--- config.mk ---
export PLATFORM = sky130hd
export DESIGN_NAME = mft_timer
export DESIGN_NICKNAME = d
export VERILOG_FILES = /design/src/mft_timer.v
export VERILOG_INCLUDE_DIRS = /design/src /design/src/src
export SDC_FILE = /design/constraint.sdc
export NUM_CORES = 1
export LEC_CHECK = 0
export ABC_AREA = 1
export BUFFER_PORTS_ARGS = -buffer_cell sky130_fd_sc_hd__buf_2
export CAP_MARGIN = 30
export CORE_ASPECT_RATIO = 1.1
export CORE_MARGIN = 1
export CORE_UTILIZATION = 42
export DETAILED_ROUTE_END_ITERATION = 8
export PLACE_DENSITY = 0.68
export REMOVE_ABC_BUFFERS = 1
export SLEW_MARGIN = 25
export SYNTH_ARGS = -nofsm -noshare
export SYNTH_HDL_FRONTEND = slang
export SYNTH_SLANG_ARGS = --single-unit
--- constraint.sdc ---
create_clock -name clk -period 2.88 [get_ports clk]
set_input_delay 0.144 -clock clk [delete_from_list [all_inputs] [get_ports clk]]
set_output_delay 0.144 -clock clk [all_outputs]
set_load 0.005 [all_outputs]
--- src/mft_map.vh ---
// mft_map.vh: register map, field positions, reset values, cycle counts
// assumes: included by the timer design and its monitor, byte addresses on AHB-Lite
`ifndef MFT_MAP_VH
`define MFT_MAP_VH

// byte addresses
`define MFT_ADDR_STATUS_CONTROL 12'h000
`define MFT_ADDR_COUNT_LOW 12'h004
`define MFT_ADDR_WDOG_CLEAR 12'h3F0
`define MFT_ADDR_W 12

// timer_status_control fields
`define MFT_BIT_OVF_FLAG 7
`define MFT_BIT_PER_FLAG 6
`define MFT_BIT_OVF_IE 5
`define MFT_BIT_PER_IE 4
`define MFT_BIT_OVF_CLR 3
`define MFT_BIT_PER_CLR 2
`define MFT_BIT_RATE_HI 1
`define MFT_BIT_RATE_LO 0
`define MFT_RATE_RESET 2'h3

// watchdog clear location
`define MFT_BIT_WDOG_CLR 0

// counter chain: 2 prescale stages then 15 timer stages
`define MFT_PRESCALE_W 2
`define MFT_STAGES 15
`define MFT_OVF_STAGES 10
`define MFT_PER_BASE 14
`define MFT_WDOG_W 4
`define MFT_WDOG_TICKS 4'h8

// power-on hold time in internal cycles
`define MFT_POR_CYCLES 12'hFE0
`define MFT_POR_W 12

`endif

--- src/mft_timer.v ---
// mft_timer.v: multifunction timer with periodic tick and watchdog
// assumes: one 40 MHz clock as the internal clock, AHB-Lite single word
// transfers, mode and option inputs synchronous to clk
//
// Function
// - overflow flag sets on low-stage wrap
// - overflow request when flag and enable; reset clears
// - overflow clear bit clears flag, reads zero
// - periodic flag sets on selected tap
// - periodic request when flag and enable
// - periodic clear bit clears flag, reads zero
// - rate field picks 2^14 to 2^17 cycles
// - watchdog clocked by selected periodic tap
// - reset sets rate select to 11
// - fifteen stages, low eight readable
// - power-on counts 4064 cycles, then clears
// - count register steps every four cycles
// - eight watchdog ticks reset the chip
// - writing zero to bit 0 clears watchdog
// - clear location reads return memory data
// - watchdog runs in run, wait, halt
// - stop clears and stops the watchdog
// - stop-to-wait option keeps watchdog alive
// - high programming voltage turns watchdog off
//
// Decided for this implementation: the AHB-Lite slave port.
`timescale 1ns/1ps
`include "mft_map.vh"

module mft_timer #(
    parameter [7:0] WDOG_ROM_DATA = 8'h00
) (
    input wire clk,
    input wire rst_b,
    input wire hsel,
    input wire [31:0] haddr,
    input wire [1:0] htrans,
    input wire hwrite,
    input wire [2:0] hsize,
    input wire [31:0] hwdata,
    input wire hready,
    output wire hreadyout,
    output wire hresp,
    output reg [31:0] hrdata,
    input wire sys_reset,
    input wire wdog_enable_option,
    input wire stop_to_wait_option,
    input wire stop_exec,
    input wire stop_wake,
    input wire vpp_high,
    output wire overflow_irq,
    output wire periodic_irq,
    output reg wdog_reset,
    output wire por_active
);

localparam CHAIN_W = `MFT_PRESCALE_W + `MFT_STAGES;
localparam [`MFT_POR_W-1:0] POR_LAST = `MFT_POR_CYCLES - 12'h001;

// bus state
reg wr_pend_reg;
reg [`MFT_ADDR_W-1:0] wr_addr_reg;

// timer state
reg [CHAIN_W-1:0] chain_reg;
reg [CHAIN_W-1:0] chain_next;
reg [`MFT_POR_W-1:0] por_cnt_reg;
reg por_busy_reg;
reg stopped_reg;
reg overflow_flag_reg;
reg periodic_flag_reg;
reg overflow_irq_enable_reg;
reg periodic_irq_enable_reg;
reg [1:0] rate_select_reg;
reg [`MFT_WDOG_W-1:0] wdog_cnt_reg;
reg [`MFT_WDOG_W-1:0] wdog_cnt_next;

wire addr_phase;
wire [`MFT_ADDR_W-1:0] bus_addr;
wire any_reset;
wire chain_run;
wire wr_status;
wire wr_wdog;
wire overflow_set;
wire overflow_clr;
wire periodic_set;
wire periodic_clr;
wire wdog_run;
wire wdog_clear;
wire wdog_expire;
reg periodic_tick;
reg [7:0] status_rd;

// zero wait states, always OKAY
assign hreadyout = 1'b1;
assign hresp = 1'b0;
assign addr_phase = hsel & htrans[1] & hready;
assign bus_addr = haddr[`MFT_ADDR_W-1:0];

// hsize is not checked: only whole-word transfers are used here
always @(posedge clk or negedge rst_b) begin
    if (!rst_b) begin
        wr_pend_reg <= 1'b0;
        wr_addr_reg <= {`MFT_ADDR_W{1'b0}};
    end else begin
        wr_pend_reg <= addr_phase & hwrite;
        if (addr_phase) begin
            wr_addr_reg <= bus_addr;
        end
    end
end

assign wr_status = wr_pend_reg & (wr_addr_reg == `MFT_ADDR_STATUS_CONTROL);
assign wr_wdog = wr_pend_reg & (wr_addr_reg == `MFT_ADDR_WDOG_CLEAR);

// read view of the status/control byte; clear bits read zero
always @* begin
    status_rd = 8'h00;
    status_rd[`MFT_BIT_OVF_FLAG] = overflow_flag_reg;
    status_rd[`MFT_BIT_PER_FLAG] = periodic_flag_reg;
    status_rd[`MFT_BIT_OVF_IE] = overflow_irq_enable_reg;
    status_rd[`MFT_BIT_PER_IE] = periodic_irq_enable_reg;
    status_rd[`MFT_BIT_OVF_CLR] = 1'b0;
    status_rd[`MFT_BIT_PER_CLR] = 1'b0;
    status_rd[`MFT_BIT_RATE_HI] = rate_select_reg[1];
    status_rd[`MFT_BIT_RATE_LO] = rate_select_reg[0];
end

// read data is sampled in the address phase, so it reflects that cycle
always @(posedge clk or negedge rst_b) begin
    if (!rst_b) begin
        hrdata <= 32'h0000_0000;
    end else if (addr_phase & ~hwrite) begin
        case (bus_addr)
            `MFT_ADDR_STATUS_CONTROL: begin
                hrdata <= {24'h00_0000, status_rd};
            end
            `MFT_ADDR_COUNT_LOW: begin
                hrdata <= {24'h00_0000, chain_reg[9:2]};
            end
            `MFT_ADDR_WDOG_CLEAR: begin
                hrdata <= {24'h00_0000, WDOG_ROM_DATA};
            end
            default: begin
                hrdata <= 32'h0000_0000;
            end
        endcase
    end
end

// power-on hold: counts after release of rst_b, then clears the chain
always @(posedge clk or negedge rst_b) begin
    if (!rst_b) begin
        por_cnt_reg <= {`MFT_POR_W{1'b0}};
        por_busy_reg <= 1'b1;
    end else if (por_busy_reg) begin
        if (por_cnt_reg == POR_LAST) begin
            por_busy_reg <= 1'b0;
        end else begin
            por_cnt_reg <= por_cnt_reg + 1'b1;
        end
    end
end

assign por_active = por_busy_reg;
assign any_reset = por_busy_reg | sys_reset | wdog_reset;

// stop turns off the timer clock unless converted to wait
always @(posedge clk or negedge rst_b) begin
    if (!rst_b) begin
        stopped_reg <= 1'b0;
    end else if (any_reset | stop_wake) begin
        stopped_reg <= 1'b0;
    end else if (stop_exec & ~stop_to_wait_option) begin
        stopped_reg <= 1'b1;
    end
end

assign chain_run = ~stopped_reg;

// counter chain: bits [1:0] prescale, [9:2] readable, [16:2] timer
always @* begin
    chain_next = chain_reg;
    if (por_busy_reg & (por_cnt_reg == POR_LAST)) begin
        chain_next = {CHAIN_W{1'b0}};
    end else if (chain_run) begin
        chain_next = chain_reg + 1'b1;
    end
end

always @(posedge clk or negedge rst_b) begin
    if (!rst_b) begin
        chain_reg <= {CHAIN_W{1'b0}};
    end else begin
        chain_reg <= chain_next;
    end
end

// overflow when the low ten stages wrap: once per 1024 cycles
assign overflow_set = chain_run & (&chain_reg[`MFT_OVF_STAGES-1:0]);

// periodic tick: one-cycle pulse when the selected tap wraps
always @* begin
    periodic_tick = 1'b0;
    if (chain_run) begin
        case (rate_select_reg)
            2'h0: begin
                periodic_tick = &chain_reg[`MFT_PER_BASE-1:0];
            end
            2'h1: begin
                periodic_tick = &chain_reg[`MFT_PER_BASE:0];
            end
            2'h2: begin
                periodic_tick = &chain_reg[`MFT_PER_BASE+1:0];
            end
            default: begin
                periodic_tick = &chain_reg[`MFT_PER_BASE+2:0];
            end
        endcase
    end
end

assign periodic_set = periodic_tick;
assign overflow_clr = wr_status & hwdata[`MFT_BIT_OVF_CLR];
assign periodic_clr = wr_status & hwdata[`MFT_BIT_PER_CLR];

// flags: writes to the flag bits themselves are ignored; set beats clear
always @(posedge clk or negedge rst_b) begin
    if (!rst_b) begin
        overflow_flag_reg <= 1'b0;
    end else if (any_reset) begin
        overflow_flag_reg <= 1'b0;
    end else if (overflow_set) begin
        overflow_flag_reg <= 1'b1;
    end else if (overflow_clr) begin
        overflow_flag_reg <= 1'b0;
    end
end

always @(posedge clk or negedge rst_b) begin
    if (!rst_b) begin
        periodic_flag_reg <= 1'b0;
    end else if (any_reset) begin
        periodic_flag_reg <= 1'b0;
    end else if (periodic_set) begin
        periodic_flag_reg <= 1'b1;
    end else if (periodic_clr) begin
        periodic_flag_reg <= 1'b0;
    end
end

// read/write control bits
always @(posedge clk or negedge rst_b) begin
    if (!rst_b) begin
        overflow_irq_enable_reg <= 1'b0;
        periodic_irq_enable_reg <= 1'b0;
        rate_select_reg <= `MFT_RATE_RESET;
    end else if (any_reset) begin
        overflow_irq_enable_reg <= 1'b0;
        periodic_irq_enable_reg <= 1'b0;
        rate_select_reg <= `MFT_RATE_RESET;
    end else if (wr_status) begin
        overflow_irq_enable_reg <= hwdata[`MFT_BIT_OVF_IE];
        periodic_irq_enable_reg <= hwdata[`MFT_BIT_PER_IE];
        rate_select_reg <= hwdata[`MFT_BIT_RATE_HI:`MFT_BIT_RATE_LO];
    end
end

assign overflow_irq = overflow_flag_reg & overflow_irq_enable_reg;
assign periodic_irq = periodic_flag_reg & periodic_irq_enable_reg;

// watchdog: option on, not stopped, programming voltage absent
assign wdog_run = wdog_enable_option & ~stopped_reg & ~vpp_high;
assign wdog_clear = wr_wdog & ~hwdata[`MFT_BIT_WDOG_CLR];
// a rate change moves the tap, so software clears first to avoid a slip
assign wdog_expire = wdog_run & periodic_tick &
    (wdog_cnt_reg == `MFT_WDOG_TICKS - 4'h1);

always @* begin
    wdog_cnt_next = wdog_cnt_reg;
    if (any_reset | wdog_clear | ~wdog_run) begin
        wdog_cnt_next = {`MFT_WDOG_W{1'b0}};
    end else if (periodic_tick) begin
        wdog_cnt_next = wdog_cnt_reg + 1'b1;
    end
end

always @(posedge clk or negedge rst_b) begin
    if (!rst_b) begin
        wdog_cnt_reg <= {`MFT_WDOG_W{1'b0}};
    end else begin
        wdog_cnt_reg <= wdog_cnt_next;
    end
end

// a clear write in the expiry cycle wins and suppresses the reset
always @(posedge clk or negedge rst_b) begin
    if (!rst_b) begin
        wdog_reset <= 1'b0;
    end else begin
        wdog_reset <= wdog_expire & ~wdog_clear & ~any_reset;
    end
end

endmodule // mft_timer

# ---- Word level (Yosys, flattened, before mapping)
# Cells that the tools add are included.
dict set report totals {
  reg_bits 87
  latchBits 0
  ramBits 0
  mem_bits_ro 0
  input_bits 80
  out_inout_bits 38
  word_cells 95
  n_memories 0
}
dict set report op_classes {
  n_addsub 3
  mul 0
  div_mod_pow 0
  order_cmp 0
  n_eq_ne 7
  n_shift 0
  muxes 23
  n_bitwise 34
  n_reduce_logical 14
}
# op count
set ops {}
lappend ops {{17-bit 2-to-1 mux} 2}
lappend ops {{12-bit logical NOT} 2}
lappend ops {{1-bit bitwise AND} 20}
lappend ops {{17-bit by 1-bit adder with 17-bit output (second input constant)} 1}
lappend ops {{17-bit AND reduction} 1}
lappend ops {{8-bit one-hot mux with 2 select lines} 1}
lappend ops {{16-bit AND reduction} 1}
lappend ops {{1-bit 2-to-1 mux} 15}
lappend ops {{15-bit AND reduction} 1}
lappend ops {{14-bit AND reduction} 1}
lappend ops {{12-bit by 1-bit adder with 12-bit output (second input constant)} 1}
lappend ops {{12-bit by 10-bit equality test with 1-bit output (second input constant)} 1}
lappend ops {{12-bit equality test (second input constant)} 1}
lappend ops {{12-bit by 3-bit equality test with 1-bit output (second input constant)} 1}
lappend ops {{10-bit AND reduction} 1}
lappend ops {{1-bit inverter} 9}
lappend ops {{4-bit 2-to-1 mux} 2}
lappend ops {{2-bit nonzero test} 3}
lappend ops {{3-bit nonzero test} 2}
lappend ops {{1-bit bitwise OR} 5}
lappend ops {{4-bit by 1-bit adder with 4-bit output (second input constant)} 1}
lappend ops {{4-bit by 3-bit equality test with 1-bit output (second input constant)} 1}
lappend ops {{2-bit 2-to-1 mux} 2}
lappend ops {{1-bit one-hot mux with 3 select lines} 1}
lappend ops {{other kinds (5)} 5}

# ---- Logic depth before layout (Yosys ltp)
dict set report depth {
  word_depth 7
  mapped_depth 11
  depth_no_buf 11
}

# ---- Least setup slack after synthesis
# Ideal clock, no wire load.
dict set report synth_timing {
  path_kind {register to register}
  start {register chain_reg[0]}
  end {register wdog_cnt_reg[0]}
  setup_ps 65
  t_arrival_ps 1665
  required_ps 2815
  slack_ps 1149
  path_stages_with_launch 11
  path_buffers 0
  synth_period_minus_slack_ps 1731
  path_cell_list {dfrtp_1 ha_1 nand2_1 nor2_2 nand2_2 nor3_1 ha_1 a21oi_1 a21oi_1 nand4_1 nand2_1}
}
dict set report synth_between {
  elab_chain_len 4
  word_cells_on_any_way 7
  cone_classes {2 x mux; 5 x reduce/logical}
}
# item line_no
set synth_rtl {}
lappend synth_rtl {{from (decl)} mft_timer.v:65} ;# reg [CHAIN_W-1:0] chain_reg;
lappend synth_rtl {{from (signal assigned)} mft_timer.v:193} ;# chain_reg <= {CHAIN_W{1'b0}};
lappend synth_rtl {{from (signal assigned)} mft_timer.v:195} ;# chain_reg <= chain_next;
lappend synth_rtl {{17-bit AND reduction, or another cell as far along} mft_timer.v:217} ;# periodic_tick = &chain_reg[`MFT_PER_BASE+2:0];
lappend synth_rtl {{1-bit one-hot mux with 3 select lines (*)} mft_timer.v:206} ;# case (rate_select_reg)
lappend synth_rtl {{1-bit 2-to-1 mux (*)} mft_timer.v:205} ;# if (chain_run) begin
lappend synth_rtl {{2-bit nonzero test (no line) (*)} -}
lappend synth_rtl {{to (signal assigned)} mft_timer.v:290} ;# wdog_cnt_reg <= {`MFT_WDOG_W{1'b0}};
lappend synth_rtl {{to (signal assigned)} mft_timer.v:292} ;# wdog_cnt_reg <= wdog_cnt_next;
lappend synth_rtl {{to (decl)} mft_timer.v:75} ;# reg [`MFT_WDOG_W-1:0] wdog_cnt_reg;
# Every way passes the cells marked *; elsewhere a longest branch is shown, timed or not.
# A chain may end at the register's enable or synchronous reset.

# ---- Worst setup path after layout
dict set report layout_timing {
  start {register chain_reg[0]}
  end {register wdog_cnt_reg[3]}
}
# Same word-level chain as after synthesis.

==> results by group <==
Global route
  • Met2 Track Usage GR: 32.0%
  • Layer with the highest usage: met2
  • Met1 usage: 22.7%
  • Largest net degree at the start of global routing: 50
  • Global-route wire length before repair: 13200 µm
  • Gr ovfl total: 0
  • GRT Resource Usage Total: 18.3%
  • Initial antenna violation count: 0
  • Vias in the first global route: 2885
  • Met3 Track Usage GR: 3.54%

Critical path
  • Critical path capture point type: register
  • Reg2reg end: wdog_cnt_reg[3]
  • R2r worst-path depth: 10
  • CP required: 3.16 ns
  • Buf/Inv on CP: 0
  • Crit. path cell count: 10
  • Largest stage delay, worst path: 0.45 ns
  • Crit path arrival time: 2.30 ns
  • Worst-path cell chain: ha_1, nand2_1, nor2_2, nand2_2, nor3_1, ha_1, a21oi_1, a21oi_1, nand4_1, nand2_1
  • Critical Path Source Type: register
  • Kind of critical path: reg -> reg
  • Kind of cell adding the most delay to the critical path: simple AND/OR/NAND/NOR gates
  • Slowest CP cell: dfrtp_1
  • R2r startpoint: chain_reg[0]
  • Peak fanout along the critical path: 5
  • Worst reg2reg setup slack: 0.86 ns

Yosys
  • Register area share after synthesis: 42.7%
  • #FFs+latches synth: 63
  • Asr flop ratio synth: 100%
  • Top cells by count, synth: nand2_1, inv_1, dfrtp_1, o21ai_0, nand3_1
  • Synth warn: 0
  • Top FF cell, synth: dfrtp_1
  • Avg Inst Size Synth: 8.11 µm²
  • Count leader, synth: nand2_1
  • Synth top area cells: dfrtp_1, nand2_1, inv_1, buf_4, o21ai_0
  • Dominant cell type by area after synthesis: dfrtp_1
  • Area fraction of the dominant cell type after synthesis: 40.5%
  • Netlist Area Pre-Place: 0.00370 mm²
  • Post-synth EDFFs: 0
  • Number of unique standard cell types used by synthesis: 39
  • Syn Inst Count: 457

Placement
  • DP Area: 0.00392 mm²
  • Routability congestion estimate: 0.875
  • Port Buffers: 41
  • Hpwl dp: 5880 µm

Pwr
  • Internal: 1.47 mW
  • Leakage Power: 2.10 nW
  • Clk pwr share: 32.3%
  • Peak VDD IR: 0.310 mV
  • Comb power frac: 18.4%
  • Flop pwr share: 49.4%
  • Total power: 2.19 mW
  • P_sw: 0.722 mW
  • Switching share of power: 33.0%
  • PD cells: 531 mW/mm²

CTS
  • CTS root buf: clkbuf_8
  • H-tree Lvls: 3
  • Clock Sink Count: 63
  • Post-CTS Setup Inserts: 0
  • TritonCTS buffer count: 9
  • CTS Buffer Depth: 2
  • CTS tree: yes
  • Clk_lat worst skew: 0.35 ns
  • Clock transition at path regs: 0.08 ns

Drt
  • Total number of vias: 3085
  • Initial DRC count: 230
  • Vias/cell: 4.97
  • DR DRC count: 0
  • Average wire per standard cell: 12.6 µm
  • Detailed Route WL: 7830 µm
  • 1st-pass router iterations: 4
  • Post-DRT Antenna Nets: 0

Floorplanning
  • Die Height: 101 µm
  • Row Count: 35
  • Initial Util: 43.8%
  • Die width: 91.6 µm
  • Core ar.: 0.00845 mm²
  • Die area: 0.00920 mm²
  • I/O pin count: 118

Hold path
  • Min-delay src: hwrite
  • Hold path cells: 3
  • Hold worst-path end: wr_pend_reg
  • Hold Crit Class: in -> reg

Timing
  • Slew headroom: 58.7%
  • Worst Tran Pin Value: 0.620 ns
  • Fmax: 494 MHz
  • Final Hold Vio Count: 0
  • Fin crit share: 70.3%
  • Final Setup Violations: 0
  • RSZ-0062 raised after global routing: false
  • Total negative setup slack: 0 ns
  • Final Max Tran Viols: 0
  • Tmin final: 2.02 ns
  • Clock Skew: 0.0140 ns

Layout
  • Share of post-route cells with drive strength above 1: 20.4%
  • Diodes inserted: 0
  • Number of flip-flops in the largest register: 17
  • Nets: 589
  • Fin area: 0.00412 mm²
  • Synth-to-Final Area Change: 11.3%

Run
  • MaxCap Viol Count: 0

Status
  • Status: complete, no violations
power groups by stage:
stage	clock network [mW]	registers (mW)	logic [mW]
after floorplan	0	1.07	0.291
after global placement	0	1.09	0.386
after detailed placement	0	1.09	0.399
after CTS	0.722	1.08	0.403
after global routing	0.763	1.10	0.466
final	0.707	1.08	0.402
per-stage QoR:
step | hold WS, ns | util [%] | worst slack (ns) | std cells
global route | 0.0496 | 48.8 | 0.623 | 621
detailed placement | 0.208 | 46.4 | 0.898 | 603
global placement | 0.305 | 46.4 | 0.922 | 603
CTS | 0.0326 | 48.8 | 0.863 | 621
floorplan | -0.152 | - | 1.15 | 449
finish | 0.0391 | 48.8 | 0.856 | 621
per-layer routing:
metal  share of wire, %  vias up
met5                  0        -
met4                1.4        0
met3                3.8        9
met2                 50       77
met1                 45     1459
li1                   -     1540
worst register-to-register path, cell delays in order, from the launching register on:
cell     delay, ns
dfrtp_1       0.45
ha_1          0.24
nand2_1       0.08
nor2_2        0.16
nand2_2       0.12
nor3_1        0.17
ha_1          0.18
a21oi_1       0.07
a21oi_1       0.28
nand4_1       0.13
nand2_1       0.08
cells in the final DEF, fill, tap and decap left out, types with 3 or more instances in the layout:
cell / count
nand4_2: 3
nor3_2: 4
o21ai_2: 6
nand2_1: 90
xor2_1: 10
buf_2: 40
dfrtp_1: 60
nand3_2: 5
a21oi_2: 3
clkinv_4: 3
a21oi_1: 10
o21ai_0: 31
nand4_1: 22
clkbuf_8: 10
buf_4: 3
nor2_1: 24
inv_2: 4
o31ai_1: 3
nand2_2: 6
conb_1: 26
nand3_1: 29
ha_1: 4
nor3_1: 13
dfstp_2: 3
inv_1: 68
o22ai_1: 6
how the worst max path moves through the flow:
stage	startpoint	end
global route	chain_reg[0]	wdog_cnt_reg[2]
detailed placement	chain_reg[0]	wdog_cnt_reg[2]
floorplan	chain_reg[0]	wdog_cnt_reg[0]
finish	chain_reg[0]	wdog_cnt_reg[3]
CTS	chain_reg[0]	wdog_cnt_reg[3]
global placement	chain_reg[0]	wdog_cnt_reg[3]
layout make-up:
class / count / area (µm²)
well taps: 111 / 139
clock inverters: 6 / 45.0
inverters: 74 / 280
repair buffers: 45 / 243
flip-flops and latches: 63 / 1580
fillers: 835 / 4330
multi-input cells: 312 / 1700
clock buffers: 10 / 138
what timing repair did:
action / 4_1_cts / 5_1_grt
endpoints found under the hold margin: 46 / 0
gates resized for setup: 0 / 0
hold buffers: 2 / 0
kinds of logic (layout without fill, tap and decap cells):
kind of cell    count (synthesis)  after routing  synth area share, %
simple gates                  207            207                 28.7
buf+inv                       106            135                 13.9
compound gates                 63             63                 10.4
flops                          63             63                 42.7
xor+xnor                       12             12                 2.84
fa+ha+maj                       4              4                 1.35
other cells                     2             26                0.203
No activity file was read; power rests on OpenSTA's default activity.
